<file path="config.mk">
export PLATFORM = sky130hd
export DESIGN_NAME = channel_status_register
export DESIGN_NICKNAME = d
export VERILOG_FILES = /design/src/rtl/chan_status_pkg.sv /design/src/rtl/error_tally.sv /design/src/rtl/channel_status_register.sv
export SDC_FILE = /design/constraint.sdc
export NUM_CORES = 1
export LEC_CHECK = 0
export ABC_CLOCK_PERIOD_IN_PS = 4670
export BUFFER_PORTS_ARGS = -buffer_cell sky130_fd_sc_hd__buf_2
export CAP_MARGIN = 15
export CORE_MARGIN = 5
export CORE_UTILIZATION = 55
export DETAILED_ROUTE_END_ITERATION = 16
export GPL_TIMING_DRIVEN = 0
export PLACE_DENSITY = 0.79
export SETUP_SLACK_MARGIN = 0.02
export SYNTH_ARGS = -nofsm -noshare
export SYNTH_HDL_FRONTEND = slang
export SYNTH_SLANG_ARGS = --single-unit
</file>
<file path="constraint.sdc">
create_clock -name clk_sys_in -period 4.67 [get_ports clk_sys_in]
set_input_delay 0.2335 -clock clk_sys_in [delete_from_list [all_inputs] [get_ports clk_sys_in]]
set_output_delay 0.2335 -clock clk_sys_in [all_outputs]
set_load 0.05 [all_outputs]
</file>
<file path="src/rtl/chan_status_pkg.sv">
/*
 Constants for the channel status register bank and its management
 frame engine. Assumes the management clock is sampled by clk_sys_in.
*/
package chan_status_pkg;

    // ----------------------------------------
    // register map
    // ----------------------------------------
    localparam logic [4:0] STATUS_ONE_ADDR = 5'h05;
    localparam logic [4:0] ERR_COUNT_ADDR = 5'h0e;
    localparam logic [15:0] STATUS_ONE_RESET = 16'h0000;
    localparam logic [15:0] ERR_COUNT_RESET = 16'h0000;
    localparam logic [15:0] ERR_COUNT_MAX = 16'hffff;
    localparam logic [15:0] UNMAPPED_READ = 16'h0000;

    // ----------------------------------------
    // status field positions
    // ----------------------------------------
    localparam int CAL_DONE_POS = 14;
    localparam int GAIN_LOCK_POS = 13;
    localparam int PAT_ALIGN_POS = 12;
    localparam int RS_TIMEOUT_POS = 11;
    localparam int RS_LOCKED_POS = 10;
    localparam int ENC_INVALID_POS = 9;
    localparam int DEC_INVALID_POS = 8;
    localparam int TX_UNDER_POS = 7;
    localparam int TX_OVER_POS = 6;
    localparam int RX_UNDER_POS = 5;
    localparam int RX_OVER_POS = 4;
    localparam int GEN_IN_POS = 3;
    localparam int SIG_ABSENT_POS = 2;
    localparam int CHAN_SYNC_POS = 1;
    localparam int PLL_LOCK_POS = 0;

    // latch kind per bit; bits in neither mask are plain levels
    localparam logic [15:0] LATCH_HIGH_MASK = 16'h0bf4;
    localparam logic [15:0] LATCH_LOW_MASK = 16'h6403;

    // ----------------------------------------
    // management frame
    // ----------------------------------------
    localparam logic [5:0] PREAMBLE_ONES = 6'h20;
    localparam logic [4:0] HDR_LAST = 5'h0c;
    localparam logic [4:0] READ_LAST = 5'h10;
    localparam logic [4:0] WRITE_LAST = 5'h11;
    localparam logic [1:0] OP_READ = 2'h2;
    localparam logic [1:0] OP_WRITE = 2'h1;
    localparam logic [20:0] RS_TIMER_RESET = 21'h000000;

    typedef enum logic [2:0] {
        S_PRE,
        S_HDR,
        S_TA,
        S_RDATA,
        S_WSKIP
    } mdio_state_e;

endpackage

</file>
<file path="src/rtl/error_tally.sv">
/*
 Saturating error counter, cleared by a read of its register.
 Assumes the caller qualifies decode errors and gives a one-cycle clear.
*/
`timescale 1ns/1ps
module error_tally (
    input wire logic clk_sys_in,
    input wire logic nrst_in,
    input wire logic pattern_check_run_in,
    input wire logic bit_error_in,
    input wire logic decode_error_in,
    input wire logic clear_in,
    output logic [15:0] count_out
);

    logic inc;

    // ----------------------------------------
    // source select
    // ----------------------------------------
    // pattern checking and functional mode share one counter
    assign inc = pattern_check_run_in ? bit_error_in : decode_error_in;

    // ----------------------------------------
    // counter
    // ----------------------------------------
    // an error in the clearing cycle counts as the first of the new run
    always_ff @(posedge clk_sys_in) begin
        if (!nrst_in) begin
            count_out <= chan_status_pkg::ERR_COUNT_RESET;
        end else if (clear_in) begin
            count_out <= {15'h0000, inc};
        end else if (inc && count_out != chan_status_pkg::ERR_COUNT_MAX) begin
            count_out <= 16'(count_out + 16'h0001);
        end
    end

endmodule

</file>
<file path="src/rtl/channel_status_register.sv">
/*
 Channel status register bank with its serial management slave.
 Assumes status sources and the management clock are synchronous to
 clk_sys_in; the management clock must be slower than a quarter of it.
*/
`timescale 1ns/1ps
// How it works
// - Calibration-done bit rises once offset zeroing has finished.
// - Gain-loop-locked bit latches low when the gain loop loses lock.
// - Pattern-aligned bit shows one once aligned on the right pattern.
// - While pattern checking runs each bit error bumps the counter.
// - Enabled rate sensing that finds no lock in its interval flags.
// - Rate-sense-locked bit rises once the data rate is found.
// - Invalid control words flag only in 16-bit encode or pattern gen.
// - Decode violations flag only in 16-bit decode or pattern check.
// - In functional mode decode violations bump the counter.
// - Transmit fifo underflow and overflow each latch high.
// - Receive fifo underflow and overflow each latch high.
// - The general input level is shown live.
// - Signal loss latches high.
// - Channel sync latches low and counts only with comma detection.
// - Serdes pll lock latches low.
// - Pattern-aligned and general input bits never latch.
module channel_status_register (
    input wire logic clk_sys_in,
    input wire logic nrst_in,
    input wire logic mdc_in,
    input wire logic mdio_in,
    output logic mdio_out,
    output logic mdio_oe_out,
    input wire logic [4:0] phy_addr_in,
    input wire logic offset_cal_done_in,
    input wire logic gain_loop_locked_in,
    input wire logic pattern_check_aligned_in,
    input wire logic pattern_check_run_in,
    input wire logic pattern_bit_error_in,
    input wire logic rate_sense_en_in,
    input wire logic [20:0] rate_sense_interval_in,
    input wire logic rate_sense_pll_lock_in,
    input wire logic rate_sense_locked_in,
    input wire logic mode_16bit_in,
    input wire logic encode_en_in,
    input wire logic decode_en_in,
    input wire logic compliant_random_pattern_gen_in,
    input wire logic compliant_random_pattern_check_in,
    input wire logic encode_invalid_in,
    input wire logic decode_invalid_in,
    input wire logic tx_fifo_underflow_in,
    input wire logic tx_fifo_overflow_in,
    input wire logic rx_fifo_underflow_in,
    input wire logic rx_fifo_overflow_in,
    input wire logic general_input_one_in,
    input wire logic signal_absent_in,
    input wire logic comma_detect_en_in,
    input wire logic chan_sync_in,
    input wire logic serdes_pll_lock_in,
    output logic [15:0] status_word_out,
    output logic [15:0] error_count_out
);

    chan_status_pkg::mdio_state_e state;
    logic mdc_q;
    logic mdc_rise;
    logic [5:0] ones;
    logic [4:0] bit_cnt;
    logic [11:0] hdr_sh;
    logic [12:0] hdr_word;
    logic [15:0] rd_sh;
    logic hdr_done;
    logic hdr_ok;
    logic rd_hit;
    logic wr_hit;
    logic clr_status;
    logic clr_err;
    logic enc_valid;
    logic dec_valid;
    logic dec_err;
    logic [20:0] rs_timer;
    logic rs_timeout;
    logic [15:0] cond;
    logic [15:0] next_status;

    // ----------------------------------------
    // management clock edge
    // ----------------------------------------
    always_ff @(posedge clk_sys_in) begin
        if (!nrst_in) begin
            mdc_q <= 1'b0;
        end else begin
            mdc_q <= mdc_in;
        end
    end

    assign mdc_rise = mdc_in && !mdc_q;

    // ----------------------------------------
    // frame header decode
    // ----------------------------------------
    assign hdr_done = mdc_rise && state == chan_status_pkg::S_HDR
        && bit_cnt == chan_status_pkg::HDR_LAST;
    assign hdr_word = {hdr_sh, mdio_in};
    assign hdr_ok = hdr_word[12]
        && (hdr_word[11:10] == chan_status_pkg::OP_READ
        || hdr_word[11:10] == chan_status_pkg::OP_WRITE);
    assign rd_hit = hdr_done && hdr_ok && hdr_word[9:5] == phy_addr_in
        && hdr_word[11:10] == chan_status_pkg::OP_READ;
    assign wr_hit = hdr_done && hdr_ok && !rd_hit;
    // snapshot and clear on the same edge so no event slips between
    assign clr_status = rd_hit
        && hdr_word[4:0] == chan_status_pkg::STATUS_ONE_ADDR;
    assign clr_err = rd_hit
        && hdr_word[4:0] == chan_status_pkg::ERR_COUNT_ADDR;

    // ----------------------------------------
    // frame engine
    // ----------------------------------------
    // writes are consumed and dropped: every field here is read-only
    always_ff @(posedge clk_sys_in) begin
        if (!nrst_in) begin
            state <= chan_status_pkg::S_PRE;
            ones <= 6'h00;
            bit_cnt <= 5'h00;
            hdr_sh <= 12'h000;
            rd_sh <= 16'h0000;
            mdio_out <= 1'b0;
            mdio_oe_out <= 1'b0;
        end else if (mdc_rise) begin
            case (state)
                chan_status_pkg::S_PRE: begin
                    if (mdio_in) begin
                        if (ones != chan_status_pkg::PREAMBLE_ONES) begin
                            ones <= 6'(ones + 6'h01);
                        end
                    end else begin
                        ones <= 6'h00;
                        if (ones == chan_status_pkg::PREAMBLE_ONES) begin
                            state <= chan_status_pkg::S_HDR;
                            bit_cnt <= 5'h00;
                        end
                    end
                end
                chan_status_pkg::S_HDR: begin
                    hdr_sh <= hdr_word[11:0];
                    bit_cnt <= 5'(bit_cnt + 5'h01);
                    if (hdr_done) begin
                        bit_cnt <= 5'h00;
                        if (rd_hit) begin
                            state <= chan_status_pkg::S_TA;
                            if (clr_status) begin
                                rd_sh <= status_word_out;
                            end else if (clr_err) begin
                                rd_sh <= error_count_out;
                            end else begin
                                rd_sh <= chan_status_pkg::UNMAPPED_READ;
                            end
                        end else if (wr_hit) begin
                            state <= chan_status_pkg::S_WSKIP;
                        end else begin
                            state <= chan_status_pkg::S_PRE;
                        end
                    end
                end
                chan_status_pkg::S_TA: begin
                    // second turnaround bit is driven low
                    mdio_oe_out <= 1'b1;
                    mdio_out <= 1'b0;
                    state <= chan_status_pkg::S_RDATA;
                end
                chan_status_pkg::S_RDATA: begin
                    bit_cnt <= 5'(bit_cnt + 5'h01);
                    if (bit_cnt == chan_status_pkg::READ_LAST) begin
                        mdio_oe_out <= 1'b0;
                        mdio_out <= 1'b0;
                        bit_cnt <= 5'h00;
                        state <= chan_status_pkg::S_PRE;
                    end else begin
                        mdio_out <= rd_sh[15];
                        rd_sh <= {rd_sh[14:0], 1'b0};
                    end
                end
                chan_status_pkg::S_WSKIP: begin
                    bit_cnt <= 5'(bit_cnt + 5'h01);
                    if (bit_cnt == chan_status_pkg::WRITE_LAST) begin
                        bit_cnt <= 5'h00;
                        state <= chan_status_pkg::S_PRE;
                    end
                end
                default: begin
                    state <= chan_status_pkg::S_PRE;
                    mdio_oe_out <= 1'b0;
                end
            endcase
        end
    end

    // ----------------------------------------
    // rate-sense lock timer
    // ----------------------------------------
    // counts system clocks; restarts whenever disabled or locked
    always_ff @(posedge clk_sys_in) begin
        if (!nrst_in || !rate_sense_en_in || rate_sense_pll_lock_in) begin
            rs_timer <= chan_status_pkg::RS_TIMER_RESET;
        end else if (rs_timer != rate_sense_interval_in) begin
            rs_timer <= 21'(rs_timer + 21'h000001);
        end
    end

    assign rs_timeout = rate_sense_en_in && !rate_sense_pll_lock_in
        && rs_timer == rate_sense_interval_in;

    // ----------------------------------------
    // status conditions
    // ----------------------------------------
    assign enc_valid = (mode_16bit_in && encode_en_in)
        || compliant_random_pattern_gen_in;
    assign dec_valid = (mode_16bit_in && decode_en_in)
        || compliant_random_pattern_check_in;
    assign dec_err = dec_valid && decode_invalid_in;

    always_comb begin
        cond = 16'h0000;
        cond[chan_status_pkg::CAL_DONE_POS] = offset_cal_done_in;
        cond[chan_status_pkg::GAIN_LOCK_POS] = gain_loop_locked_in;
        cond[chan_status_pkg::PAT_ALIGN_POS] =
            pattern_check_aligned_in;
        cond[chan_status_pkg::RS_TIMEOUT_POS] = rs_timeout;
        cond[chan_status_pkg::RS_LOCKED_POS] =
            rate_sense_en_in && rate_sense_locked_in;
        cond[chan_status_pkg::ENC_INVALID_POS] =
            enc_valid && encode_invalid_in;
        cond[chan_status_pkg::DEC_INVALID_POS] = dec_err;
        cond[chan_status_pkg::TX_UNDER_POS] = tx_fifo_underflow_in;
        cond[chan_status_pkg::TX_OVER_POS] = tx_fifo_overflow_in;
        cond[chan_status_pkg::RX_UNDER_POS] = rx_fifo_underflow_in;
        cond[chan_status_pkg::RX_OVER_POS] = rx_fifo_overflow_in;
        cond[chan_status_pkg::GEN_IN_POS] = general_input_one_in;
        cond[chan_status_pkg::SIG_ABSENT_POS] = signal_absent_in;
        cond[chan_status_pkg::CHAN_SYNC_POS] =
            comma_detect_en_in && chan_sync_in;
        cond[chan_status_pkg::PLL_LOCK_POS] = serdes_pll_lock_in;
    end

    // ----------------------------------------
    // per-bit latching
    // ----------------------------------------
    // set wins over a read clear for high latches, loss wins for low
    for (genvar i = 0; i < 16; i++) begin : g_bit
        if (chan_status_pkg::LATCH_HIGH_MASK[i]) begin : g_lh
            assign next_status[i] = clr_status ? cond[i]
                : (status_word_out[i] || cond[i]);
        end else if (chan_status_pkg::LATCH_LOW_MASK[i]) begin : g_ll
            assign next_status[i] = clr_status ? cond[i]
                : (status_word_out[i] && cond[i]);
        end else begin : g_plain
            assign next_status[i] = cond[i];
        end
    end

    always_ff @(posedge clk_sys_in) begin
        if (!nrst_in) begin
            status_word_out <= chan_status_pkg::STATUS_ONE_RESET;
        end else begin
            status_word_out <= next_status;
        end
    end

    // ----------------------------------------
    // error counter
    // ----------------------------------------
    error_tally u_tally (
        .clk_sys_in(clk_sys_in),
        .nrst_in(nrst_in),
        .pattern_check_run_in(pattern_check_run_in),
        .bit_error_in(pattern_bit_error_in),
        .decode_error_in(dec_err),
        .clear_in(clr_err),
        .count_out(error_count_out)
    );
endmodule

</file>
# Yosys cells after proc, flatten, opt, wreduce, memory -nomap -nowiden
# Index checks and enable logic that the tools add are counted.
# W data, S select, Z words.
[totals] regBits=98 input_bits=54 memories=0 latchBits=0 out_inout_bits=34 rom_bits=0 mem_bits_rw=0 word_cells=142
[classes] reduce_logical=56 addsub=4 magnitude_cmp=0 mux=42 n_eq_ne=25 n_div=0 n_shift=0 mul=0 bitwise=2
[op_table] cell="$mux W16" n=5
[op_table] cell="$pmux W16 S2" n=1
[op_table] cell="$mux W5" n=5
[op_table] cell="$logic_and A1 B1 Y1" n=24
[op_table] cell="$add A21 B1 Y21 const B" n=1
[op_table] cell="$eq A21 B21 Y1" n=1
[op_table] cell="$mux W3" n=7
[op_table] cell="$ne A21 B21 Y1" n=1
[op_table] cell="$pmux W5 S4" n=1
[op_table] cell="$mux W1" n=18
[op_table] cell="$add A16 B1 Y16 const B" n=1
[op_table] cell="$ne A16 B16 Y1 const B" n=1
[op_table] cell="$pmux W3 S5" n=1
[op_table] cell="$ne A2 B2 Y1 const B" n=7
[op_table] cell="$logic_or A1 B1 Y1" n=13
[op_table] cell="$mux W6" n=2
[op_table] cell="$eq A5 B4 Y1 const B" n=2
[op_table] cell="$eq A5 B5 Y1 const B" n=2
[op_table] cell="$add A6 B1 Y6 const B" n=1
[op_table] cell="$eq A3 B2 Y1 const B" n=2
[op_table] cell="$eq A6 B6 Y1 const B" n=1
[op_table] cell="$ne A6 B6 Y1 const B" n=1
[op_table] cell="$reduce_and A3 Y1" n=2
[op_table] cell="$reduce_and A6 Y1" n=1
[op_table] cell="other kinds (20)" n=28

# Longest topological paths before layout
# Gate-level depths: netlist of run 1.
[logic_depth] ltp_word=13 depth_mapped=10 depth_no_buf=8

# Cells and area by module
# A second synthesis of run 1 with hierarchy kept.
[unflattened] cells_unflattened=614 hier_area_um2=5046.1
[modules_own_cells] module="channel_status_register" area_each_um2=4134.0 seq_area_each_um2=1621.6 instances=1 cells_each=506
[modules_own_cells] module="error_tally" area_each_um2=912.1 seq_area_each_um2=320.3 instances=1 cells_each=108

# Least setup slack after synthesis of run 1
# No wires, ideal clock.
[synth_path] path_type="reg-to-reg" from="register u_tally.count_out[6]" to="register u_tally.count_out[0]" synth_period_minus_slack_ps=2259 required_ps=4600 arrival_time_ps=2189 n_path_buf=0 stages_incl_launch_ff=6 slack_ps=2411 setup_ps=70 path_cell_list="dfxtp_1 -> nand4_1 -> or4_4 -> and2_4 -> or3b_1 -> a21boi_1"
[synth_between] elab_chain_len=3
[synth_lines] element="start, declared" line="error_tally.sv:13" text="output logic [15:0] count_out"
[synth_lines] element="start signal, assigned" line="error_tally.sv:30" text="count_out <= chan_status_pkg::ERR_COUNT_RESET;"
[synth_lines] element="start signal, assigned" line="error_tally.sv:32" text="count_out <= {15'h0000, inc};"
[synth_lines] element="start signal, assigned" line="error_tally.sv:34" text="count_out <= 16'(count_out + 16'h0001);"
[synth_lines] element="$ne A16 B16 Y1" line="error_tally.sv:33" text="end else if (inc && count_out != chan_status_pkg::ERR_COUNT_MAX) begin"
[synth_lines] element="$logic_and A1 B1 Y1" line="error_tally.sv:33"
[synth_lines] element="$reduce_bool A2 Y1 (no source line)"
# Every way passes these cells.
# A chain may end at the register's enable or synchronous reset.

# Worst setup path in the final report of run 1
[layout_path] from="register rs_timer[0]" to="register rs_timer[1]"
[layout_between] elab_chain_len=1 word_cells_on_any_way=2 cone_classes="1 x add/sub; 1 x eq/ne"
[layout_lines] element="start, declared" line="channel_status_register.sv:78" text="logic [20:0] rs_timer;"
[layout_lines] element="start signal, assigned" line="channel_status_register.sv:202" text="rs_timer <= chan_status_pkg::RS_TIMER_RESET;"
[layout_lines] element="start signal, assigned" line="channel_status_register.sv:204" text="rs_timer <= 21'(rs_timer + 21'h000001);"
[layout_lines] element="$add A21 B1 Y21 / $ne A21 B21 Y1 (equally long branches)" line="channel_status_register.sv:204, channel_status_register.sv:203"
# Parallel ways exist; a longest one is shown, timed or not.

==> results of run 1 <==
-- cell usage after synthesis, types with 2 or more instances --
| master | count | share of area |
|---|---|---|
| dfxtp_1 | 97 | 0.41 |
| nor2_1 | 54 | 0.042 |
| nand2_1 | 52 | 0.041 |
| nand3_1 | 39 | 0.041 |
| xor2_1 | 35 | 0.064 |
| a21oi_1 | 34 | 0.036 |
| o21ai_0 | 32 | 0.033 |
| xnor2_1 | 17 | 0.031 |
| a21boi_0 | 16 | 0.025 |
| a221oi_1 | 15 | 0.027 |
| clkbuf_1 | 15 | 0.012 |
| nand4_1 | 14 | 0.018 |
| nor2b_1 | 14 | 0.018 |
| or3_1 | 11 | 0.014 |
| ha_1 | 8 | 0.021 |
| inv_1 | 8 | 0.0063 |
| mux2i_1 | 8 | 0.017 |
| and2_1 | 7 | 0.0091 |
| nor4_1 | 6 | 0.0078 |
| buf_4 | 5 | 0.0078 |
| nor3_1 | 5 | 0.0052 |
| o211ai_1 | 5 | 0.0078 |
| or4_1 | 5 | 0.0078 |
| and3_1 | 4 | 0.0052 |
| buf_2 | 4 | 0.0042 |
| nand2b_1 | 4 | 0.0052 |
| and4_1 | 3 | 0.0055 |
| buf_6 | 3 | 0.0070 |
| o211a_1 | 3 | 0.0063 |
| a211oi_1 | 2 | 0.0031 |
| a21o_1 | 2 | 0.0031 |
| a22oi_1 | 2 | 0.0031 |
| nor4bb_1 | 2 | 0.0042 |
| o21a_1 | 2 | 0.0031 |
| o31ai_1 | 2 | 0.0031 |
| or2_2 | 2 | 0.0026 |
-- layer usage --
metal | vias to the layer above | share of wire
met4 | 0 | 0.027
met3 | 29 | 0.060
met2 | 146 | 0.48
li1 | 2193 | -
met5 | - | 0
met1 | 2144 | 0.44
-- state kept, by name (all words and copies together) (netlist names) --
name	cells
hdr_sh	12
mdio_oe_out	1
mdc_q	1
u_tally.count_out	16
bit_cnt	5
status_word_out	15
rd_sh	16
mdio_out	1
rs_timer	21
ones	6
state	3
-- cells in the final DEF (no fill, tap or decap), drive strengths merged, types with 17 or more instances in the layout --
cell,n
dfxtp,97
o21ai,33
a21boi,17
nand3,39
clkbuf,24
a21oi,34
nor2,54
buf,98
xor2,35
nand2,53
xnor2,17
-- cell families (layout without fill, tap and decap cells) --
family                     count (synthesis)  after routing  synth area share
and+or+nand+nor                          236            236            0.2574
xor gates and xnor gates                  52             52           0.09504
other                                      1              1         0.0007825
AOI/OAI and AO/OA                        124            124            0.1668
muxes                                      8              8           0.01671
buffers and inverters                     35            136           0.03708
adders and majority gates                  8              8           0.02089
DFF                                       97             97            0.4052
-- layout make-up --
| class | count | area (um^2) |
|---|---|---|
| fill | 756 | 3043 |
| multi-input combinational | 429 | 2673 |
| sequential | 97 | 1942 |
| timing repair buffer | 86 | 430.4 |
| buffer | 27 | 147.6 |
| tap | 108 | 135.1 |
| clock buffer | 9 | 123.9 |
| clock inverter | 6 | 68.82 |
| inverter | 8 | 30.03 |
-- metrics by stage --
step / power [mW] / setup WS, ns / area (um^2)
2_1_floorplan: 0.9398 / 2.411 / 4792
3_3_place_gp: 0.9883 / 2.332 / 5358
3_5_place_dp: 0.9913 / 2.339 / 5358
4_1_cts: 1.534 / 2.327 / 5550
5_1_grt: 1.579 / 2.112 / 5550
6_report: 1.528 / 2.288 / 5550
-- worst max path at each step --
stage                     slack, ns                  from                   end
after CTS                      2.33           rs_timer[8]           rs_timer[1]
final                          2.29           rs_timer[0]           rs_timer[1]
after global routing           2.11           rs_timer[0]           rs_timer[1]
after global placement         2.33           rs_timer[8]           rs_timer[1]
after floorplan                2.41  u_tally.count_out[6]  u_tally.count_out[0]
after detailed placement       2.34           rs_timer[8]           rs_timer[1]
-- critical path: stages (launching register included) --
cell	delay, ns
dfxtp_1	0.37
xor2_1	0.17
nor4_1	0.37
nand4_1	0.25
nor2_1	0.33
buf_2	0.28
buf_4	0.22
mux2i_1	0.21
nor2_1	0.05
-- power groups by stage --
stage | clock, mW | combinational, mW | sequential, mW
after floorplan | 0 | 0.0503 | 0.889
after global placement | 0 | 0.123 | 0.865
after detailed placement | 0 | 0.126 | 0.865
after CTS | 0.561 | 0.127 | 0.846
after global routing | 0.594 | 0.137 | 0.848
final | 0.556 | 0.126 | 0.846
==> impl_results.md, run 1 <==
* Status: finished, final reports clean
* Post-CTS Hold Fix Bufs at 0
* Internal at 1.131 mW
* Setup violators final at 0
* Yosys Warn Count at 0
* CTS buffer count at 9
* Static Leakage at 2.219 nW
* Met2 usage at 0.3686
* R2R depth at 8
* Antenna cells at 0
* Port buffer count at 86
* Switch share at 0.2598
* Hold Fails Final Rpt at 0
* H-tree levels at 3
* Synth async-reset ratio at 0
* Worst Path Arrival at 2.63 ns
* Vias in the first global route at 4167
* RSZ-0062 raised after global routing: no
* Post-Syn Instances at 561
* R2r setup slk at 2.29 ns
* Std-Cell Rows at 34
* Worst hold start: pattern_check_aligned_in
* Final Critical Period at 2.382 ns
* Gr ovfl total at 0
* Nets at 720
* Clock Root Buffer: clkbuf_8
* Met3 Track Usage GR at 0.03353
* Slew headroom at 0.4291
* Gr usage total at 0.2267
* Die Y at 103.3 um
* Peak Freq at 419.9 MHz
* CP Capture Type: register
* Least-Margin Pin Slew at 0.8430 ns
* Placer congestion estimate at 0.8589
* GRT met1 Usage at 0.3032
* DRT iter0 DRCs at 200
* Post-Layout Cell Count at 770
* Switch Pwr at 0.3970 mW
* Final Skew at 0.01178 ns
* Number of top-level pins at 88
* DR vias/cell at 5.860
* First-pass GRT wire length at 19.27 mm
* Util after Layout at 0.6459
* Synth cell types at 60
* Synthesized flop and latch total at 97
* Worst skew pair latency at 0.37 ns
* Clock transition at the registers of the reported paths at 0.10 ns
* EDFF count, synth at 0
* Avg Inst Size Synth at 8.542 um^2
* Post-DR wirelength/cell at 15.55 um
* Post-cts resize count at 0
* DIE AREA at 0.01068 mm^2
* Post-CTS setup buffer count at 0
* Worst hold path class: in -> reg
* Post-synthesis net count at 623
* Drt drc at 0
* Final Max Slew Viols at 0
* Comb pwr share at 0.083
* Max-cap violations at 0
* CORE AREA at 0.008593 mm^2
* Reg2reg end: rs_timer[1]
* FF-to-FF Start: rs_timer[0]
* Placed wire-length estimate at 8.921 mm
* Synth Flop Type: dfxtp_1
* Crit-path max FO at 10
* CP Launch Type: register
* Part of the cycle the worst path needs at 0.5100
* Hold path endpoint: status_word_out[12]
* Layout cells sized above 1 at 0.1858
* Worst VDD drop at 0.0001354 V
* Routed WL at 11.97 mm
* Initial antenna violation count at 0
* Clock sinks at 97
* Required time of the critical path at 4.92 ns
* Area Overhead vs Synth at 15.82%
* Starting Density at 0.5577
* Pre-antenna DRT Iters at 5
* Mapped cell area at 0.004792 mm^2
* Post-route antenna net violation count at 0
* Largest net degree at the start of global routing at 17
* Worst setup path class: reg -> reg
* Die X at 103.3 um
* CTS tree: done
* Setup TNS at 0 ns
* Clock network fraction of total power at 0.364
* Worst hold path cell count at 2
* Pwr Density at 275.3 mW/mm^2
* Clock tree buffer depth at 2
* GRT busiest layer: met2
* Vias post-DR at 4512
* Worst hold margin at 0.07611 ns
* Sequential share of the synthesized area at 0.4052
* Reg power frac at 0.554
* Placed cells at 755
Power figures use the tool's default switching activity.
==> inputs of run 2 (changes only) <==
ABC_CLOCK_PERIOD_IN_PS = 2000   (was 4670)
CORE_UTILIZATION = 50   (was 55)
PLACE_DENSITY = 0.76   (was 0.79)
clock period = 2 ns   (was 4.67 ns; I/O delays follow)
==> impl_results.md, run 2 (same netlist as run 1, synthesis figures left out) <==
* Final Max Slew Viols at 0 (unchanged)
* Static Leakage at 2.597 nW (was 2.219 nW)
* Least-Margin Pin Slew at 0.8378 ns (was 0.8430 ns)
* CORE AREA at 0.009284 mm^2 (was 0.008593 mm^2)
* Area of the multi-input gates at 0.003035 mm^2 (was 0.002673 mm^2)
* Switch Pwr at 0.9500 mW (was 0.3970 mW)
* H-tree levels at 3 (unchanged)
* Reg2reg end: rd_sh[9] (was rs_timer[1])
* R2R depth at 9 (was 8)
* R2r setup slk at -0.03 ns (was 2.29 ns)
* DR vias/cell at 5.656 (was 5.860)
* RSZ-0062 raised after global routing: yes (was no)
* Failing checks: negative setup slack
* Nets at 764 (was 720)
* DRT iter0 DRCs at 307 (was 200)
* Most frequent cells in the layout: buf_2, dfxtp_1, nand2_1 (was dfxtp_1, buf_2, nor2_1)
* Vias in the first global route at 4373 (was 4167)
* CTS tree: done (unchanged)
* CTS buffer count at 9 (unchanged)
* Worst hold path cell count at 3 (was 2)
* Initial antenna violation count at 0 (unchanged)
* Clock tree buffer depth at 2 (unchanged)
* Clock sinks at 97 (unchanged)
* Clock transition at the registers of the reported paths at 0.10 ns (about the same)
* Post-route antenna net violation count at 0 (unchanged)
* Starting Density at 0.5162 (was 0.5577)
* Status: finished with violations (was finished, final reports clean)
* Required time of the critical path at 2.26 ns (was 4.92 ns)
* Final worst slack at -0.02795 ns (was 2.288 ns)
* CP Capture Type: register (unchanged)
* Clock Root Buffer: clkbuf_8 (unchanged)
* Drt drc at 0 (unchanged)
* Top register by number of flip-flops: rs_timer (unchanged)
* Hold Fails Final Rpt at 0 (unchanged)
* Crit-path max FO at 7 (was 10)
* Gr ovfl total at 0 (unchanged)
* Std-Cell Rows at 35 (was 34)
* Area Overhead vs Synth at 35.12% (was 15.82%)
* FF+latch area at 0.001993 mm^2 (was 0.001942 mm^2)
* Worst skew pair latency at 0.37 ns (about the same)
* Worst VDD drop at 0.0004004 V (was 0.0001354 V)
* Placer congestion estimate at 0.8265 (was 0.8589)
* Final Skew at 0.02087 ns (was 0.01178 ns)
* Die Y at 107.9 um (was 103.3 um)
* Layout cells sized above 1 at 0.3338 (was 0.1858)
* Placed wire-length estimate at 9.011 mm (was 8.921 mm)
* Pre-antenna DRT Iters at 5 (unchanged)
* Worst hold path class: in -> reg (unchanged)
* Largest net degree at the start of global routing at 17 (unchanged)
* Worst setup path class: reg -> reg (unchanged)
* FF-to-FF Start: state[2] (was rs_timer[0])
* Clock network fraction of total power at 0.381 (was 0.364)
* Internal at 2.803 mW (was 1.131 mW)
* Most common cell after layout, fill and taps aside: buf_2 (was dfxtp_1)
* Port buffer count at 86 (unchanged)
* Worst hold margin at 0.007157 ns (was 0.07611 ns)
* Vias post-DR at 4728 (was 4512)
* Largest regs: rs_timer x21, rd_sh x16, u_tally.count_out x16 (unchanged)
* Setup violators final at 13 (was 0)
* Pwr Density at 579.7 mW/mm^2 (was 275.3 mW/mm^2)
* First-pass GRT wire length at 20.52 mm (was 19.27 mm)
* Number of top-level pins at 88 (unchanged)
* Die X at 107.9 um (was 103.3 um)
* Part of the cycle the worst path needs at 1.014 (was 0.5100)
* DIE AREA at 0.01164 mm^2 (was 0.01068 mm^2)
* Worst Path Arrival at 2.29 ns (was 2.63 ns)
* Util after Layout at 0.6974 (was 0.6459)
* Final Critical Period at 2.028 ns (was 2.382 ns)
* Worst hold start: signal_absent_in (was pattern_check_aligned_in)
* Slew headroom at 0.4414 (was 0.4291)
* Routed WL at 13.79 mm (was 11.97 mm)
* Largest register FFs at 21 (unchanged)
* Gr usage total at 0.2180 (was 0.2267)
* Reg power frac at 0.525 (was 0.554)
* Fill count at 746 (was 756)
* Peak Freq at 493.1 MHz (was 419.9 MHz)
* Max-cap violations at 0 (unchanged)
* Comb pwr share at 0.094 (was 0.083)
* Switch share at 0.2531 (was 0.2598)
* Post-DR wirelength/cell at 16.50 um (was 15.55 um)
* Hold path endpoint: status_word_out[2] (was status_word_out[12])
* Antenna cells at 0 (unchanged)
* CP Launch Type: register (unchanged)
run 2: cell count changes in the layout (fill, tap and decap cells not counted), sizes merged:
cell,previous run,this run
bufinv,1,2
clkbuf,24,23
buf,98,131
clkinv,3,2
dlygate4sd3,0,13
run 2: per-stage QoR:
| stage | area, um^2 | setup TNS, ns | total power [mW] | std cells | setup WS, ns |
|---|---|---|---|---|---|
| floorplan | 4822 | 0 | 2.192 | 561 | 0.02006 |
| global placement | 5414 | -7.010 | 2.307 | 776 | -0.4044 |
| detailed placement | 5414 | -8.252 | 2.314 | 776 | -0.4103 |
| CTS | 5967 | 0 | 3.728 | 812 | 0.006995 |
| global route | 6475 | -3.131 | 3.887 | 836 | -0.1279 |
| finish | 6475 | -0.2104 | 3.753 | 836 | -0.02795 |
run 2: worst max-delay path: stages, from the launching register on:
cell and delay (ns):
dfxtp_2 0.34, buf_8 0.12, nor4b_4 0.36, nand4_4 0.16, nor3_4 0.22, buf_6 0.15
a21oi_4 0.06, buf_6 0.19, a221oi_2 0.22, a21oi_2 0.09
run 2: area by class of cell:
cell class / count / share of cell area
Timing Repair Buffer: 133 / 0.1316
Tap cell: 129 / 0.02493
Multi-Input combinational cell: 429 / 0.4688
Inverter: 8 / 0.005024
Clock inverter: 6 / 0.01391
Clock buffer: 10 / 0.01971
Sequential cell: 97 / 0.3078
Buffer: 24 / 0.02821
run 2: repair_timing:
item | CTS | global route
gates resized for setup | 37 | 80
pin swaps | 8 | 27
cloned | 2 | 2
hold endpoints to repair | 12 | 1
buffers inserted | 8 | 22
hold buffers | 12 | 1
endpoints found under the setup margin | 71 | 75
run 2: layer usage:
metal / wire length (um) / track usage / part of all wire
met3: 793 / 0.03659 / 0.058
met5: 0 / 0 / 0
met1: 5925 / 0.2879 / 0.43
met2: 6812 / 0.3677 / 0.49
met4: 260 / 0.06132 / 0.019
run 2: power by group through the flow:
| stage | logic, mW | clock network [mW] | registers, mW |
|---|---|---|---|
| after global routing | 0.379 | 1.53 | 1.98 |
| after floorplan | 0.117 | 0 | 2.07 |
| after global placement | 0.290 | 0 | 2.02 |
| final | 0.352 | 1.43 | 1.97 |
| after detailed placement | 0.296 | 0 | 2.02 |
| after CTS | 0.319 | 1.44 | 1.97 |
run 2: how the worst max path moves through the flow:
stage,from,end,cells past startpoint
final,state[2],rd_sh[9],9
after global routing,state[2],rd_sh[14],9
after CTS,bit_cnt[0],rd_sh[14],10
after detailed placement,rs_timer[8],rs_timer[1],8
after global placement,rs_timer[8],rs_timer[1],8
after floorplan,u_tally.count_out[8],u_tally.count_out[0],5
==> inputs of run 3 (changes only) <==
ABC_CLOCK_PERIOD_IN_PS = not set   (was 2000)
CELL_PAD_IN_SITES_DETAIL_PLACEMENT = 1   (was not set)
CELL_PAD_IN_SITES_GLOBAL_PLACEMENT = 1   (was not set)
CORE_UTILIZATION = 37   (was 50)
PLACE_DENSITY = not set   (was 0.76)
PLACE_DENSITY_LB_ADDON = 0.1   (was not set)
TNS_END_PERCENT = 100   (was not set)
==> impl_results.md, run 3 (same netlist as run 1, synthesis figures left out) <==
* Worst skew pair latency at 0.35 ns (was 0.37 ns)
* CP Capture Type: register (unchanged)
* Largest net degree at the start of global routing at 16 (was 17)
* Vias in the first global route at 4827 (was 4373)
* Most frequent cells in the layout: buf_2, dfxtp_1, nand2_1 (unchanged)
* Vias post-DR at 4791 (was 4728)
* DRT iter0 DRCs at 269 (was 307)
* Post-route antenna net violation count at 0 (unchanged)
* CORE AREA at 0.01267 mm^2 (was 0.009284 mm^2)
* CTS tree: done (unchanged)
* Port buffer count at 86 (unchanged)
* Worst hold path class: in -> reg (unchanged)
* Met2 usage at 0.3569 (was 0.3677)
* Slowest cell on crit path: nor4b_4 (unchanged)
* Crit-path max FO at 6 (was 7)
* Top register by number of flip-flops: rs_timer (unchanged)
* Max-cap violations at 0 (unchanged)
* Part of the cycle the worst path needs at 1.021 (was 1.014)
* Switch share at 0.2441 (was 0.2531)
* Clock transition at the registers of the reported paths at 0.07 ns (was 0.10 ns)
* Internal at 3.056 mW (was 2.803 mW)
* Routed WL at 16.03 mm (was 13.79 mm)
* Die X at 123.8 um (was 107.9 um)
* Hold path endpoint: status_word_out[1] (was status_word_out[2])
* Worst Path Arrival at 2.29 ns (about the same)
* Hold Fails Final Rpt at 0 (unchanged)
* Final Critical Period at 2.041 ns (was 2.028 ns)
* Status: finished with violations (unchanged)
* CTS buffer count at 9 (unchanged)
* Layout cells sized above 1 at 0.3567 (was 0.3338)
* Gr usage total at 0.2048 (was 0.2180)
* Pwr Total at 4.043 mW (was 3.753 mW)
* Die Y at 123.8 um (was 107.9 um)
* Static Leakage at 2.650 nW (was 2.597 nW)
* Required time of the critical path at 2.24 ns (was 2.26 ns)
* Initial antenna violation count at 0 (unchanged)
* Final worst slack at -0.04134 ns (was -0.02795 ns)
* Failing checks: negative setup slack (unchanged)
* R2r setup slk at -0.04 ns (was -0.03 ns)
* Placed wire-length estimate at 10.90 mm (was 9.011 mm)
* Pre-antenna DRT Iters at 4 (was 5)
* RSZ-0062 raised after global routing: yes (unchanged)
* Most common cell after layout, fill and taps aside: buf_2 (unchanged)
* Pwr Density at 609.4 mW/mm^2 (was 579.7 mW/mm^2)
* Slew headroom at 0.5587 (was 0.4414)
* Met3 Track Usage GR at 0.02634 (was 0.03659)
* DIE AREA at 0.01533 mm^2 (was 0.01164 mm^2)
* Worst VDD drop at 0.0002861 V (was 0.0004004 V)
* Crit-path max cell delay at 0.35 ns (was 0.36 ns)
* Placer congestion estimate at 0.8025 (was 0.8265)
* Clock tree buffer depth at 2 (unchanged)
* H-tree levels at 3 (unchanged)
* CP Launch Type: register (unchanged)
* Largest regs: rs_timer x21, rd_sh x16, u_tally.count_out x16 (unchanged)
* Clock network fraction of total power at 0.424 (was 0.381)
* Setup violators final at 18 (was 13)
* Clock Root Buffer: clkbuf_16 (was clkbuf_8)
* Critical-path cell list: buf_6 -> nor4b_4 -> nand4_2 -> nor3_4 -> and3_4 -> or2b_4 -> clkbuf_16 -> nor2_2 (was buf_8 -> nor4b_4 -> nand4_4 -> nor3_4 -> buf_6 -> a21oi_4 -> buf_6 -> a221oi_2 -> a21oi_2)
* Placed inst area at 0.005468 mm^2 (was 0.005414 mm^2)
* Std-Cell Rows at 41 (was 35)
* Switch Pwr at 0.9870 mW (was 0.9500 mW)
* Clock sinks at 97 (unchanged)
* Least-Margin Pin Slew at 0.6620 ns (was 0.8378 ns)
* Fill count at 1510 (was 746)
* Kind of cell adding the most delay to the critical path: simple AND/OR/NAND/NOR gates (unchanged)
* Starting Density at 0.3782 (was 0.5162)
* Reg2reg end: u_tally.count_out[15] (was rd_sh[9])
* Antenna cells at 0 (unchanged)
* Drt drc at 0 (unchanged)
* GRT busiest layer: met2 (unchanged)
* Nets at 769 (was 764)
* Worst hold path cell count at 3 (unchanged)
* Largest register FFs at 21 (unchanged)
* Final Skew at 0.007272 ns (was 0.02087 ns)
* Worst setup path class: reg -> reg (unchanged)
* Gr ovfl total at 0 (unchanged)
* Levels on crit path at 8 (was 9)
* DR vias/cell at 5.420 (was 5.656)
* Comb pwr share at 0.087 (was 0.094)
* Number of top-level pins at 88 (unchanged)
* Final Max Slew Viols at 0 (unchanged)
* First-pass GRT wire length at 24.64 mm (was 20.52 mm)
* Post-DR wirelength/cell at 18.13 um (was 16.50 um)
* Area Overhead vs Synth at 38.43% (was 35.12%)
* Worst hold start: chan_sync_in (was signal_absent_in)
* Util after Layout at 0.5236 (was 0.6974)
* Crit path buf inv count at 2 (was 3)
* Fin area at 0.006634 mm^2 (was 0.006475 mm^2)
* FF-to-FF Start: state[1] (was state[2])
* GRT met1 Usage at 0.2627 (was 0.2879)
* Peak Freq at 489.9 MHz (was 493.1 MHz)
* R2R depth at 8 (was 9)
* Reg power frac at 0.489 (was 0.525)
[run 3: changes by cell type in the layout (fill, tap and decap cells not counted), moves of 4 or more]
cell and delta:
o21ai_0 -4, clkbuf_16 +10, buf_6 +6, clkbuf_8 -9
o21ai_1 +4, dlygate4sd3_1 -5, nor2_1 -10, nor2_2 +8
a221oi_1 +4
[run 3: what timing repair did]
item                                    in CTS  in global routing
pin swaps                                   17                 27
gates cloned                                 3                  3
buffers inserted                            20                 18
resized for setup                           56                 72
endpoints found under the setup margin      72                 71
endpoints found under the hold margin        8                  0
hold buffers                                 8                  0
[run 3: worst max path at each step]
stage / endpoint / startpoint
after floorplan: u_tally.count_out[0] / u_tally.count_out[8]
after global placement: rs_timer[1] / rs_timer[0]
after detailed placement: rs_timer[1] / rs_timer[0]
after CTS: u_tally.count_out[6] / bit_cnt[1]
after global routing: rd_sh[6] / state[1]
final: u_tally.count_out[15] / state[1]
[run 3: worst reg2reg max path, cell delays in order (launching register included)]
cell,delay (ns)
dfxtp_2,0.31
buf_6,0.11
nor4b_4,0.36
nand4_2,0.20
nor3_4,0.25
and3_4,0.29
or2b_4,0.21
clkbuf_16,0.17
nor2_2,0.04
[run 3: through the flow]
step | TNS, ns | hold WS, ns | setup WS, ns | cells
detailed placement | -15.45 | 0.3149 | -0.5647 | 819
global route | -4.435 | 0.008938 | -0.1633 | 884
finish | -0.3817 | 0.006061 | -0.04134 | 884
floorplan | 0 | 0.2217 | 0.02006 | 561
CTS | 0 | 0.005234 | 0.007335 | 864
global placement | -12.52 | 0.3138 | -0.5059 | 819
[run 3: power groups by stage]
stage	logic (mW)	clock network [mW]	registers, mW
floorplan	0.117	0	2.07
global placement	0.294	0	2.02
detailed placement	0.302	0	2.02
CTS	0.325	1.75	1.98
global route	0.378	1.83	1.98
finish	0.353	1.71	1.98
[run 3: area by class of cell]
cell class                 count  area (um^2)  area share
clock buffer                  12        236.5     0.03565
timing repair buffer         138        915.9      0.1381
clock inverter                 4        45.04    0.006790
sequential                    97         1997      0.3010
inverter                       8        32.53    0.004904
buffer                        24        178.9     0.02697
multi-input combinational    429         3013      0.4542
tap                          172        215.2     0.03244
[run 3: routing by layer]
layer / vias to the layer above / part of all wire
met1: 2383 / 0.45
met5: - / 0
met4: 0 / 0.014
met3: 16 / 0.036
met2: 85 / 0.50
li1: 2307 / -
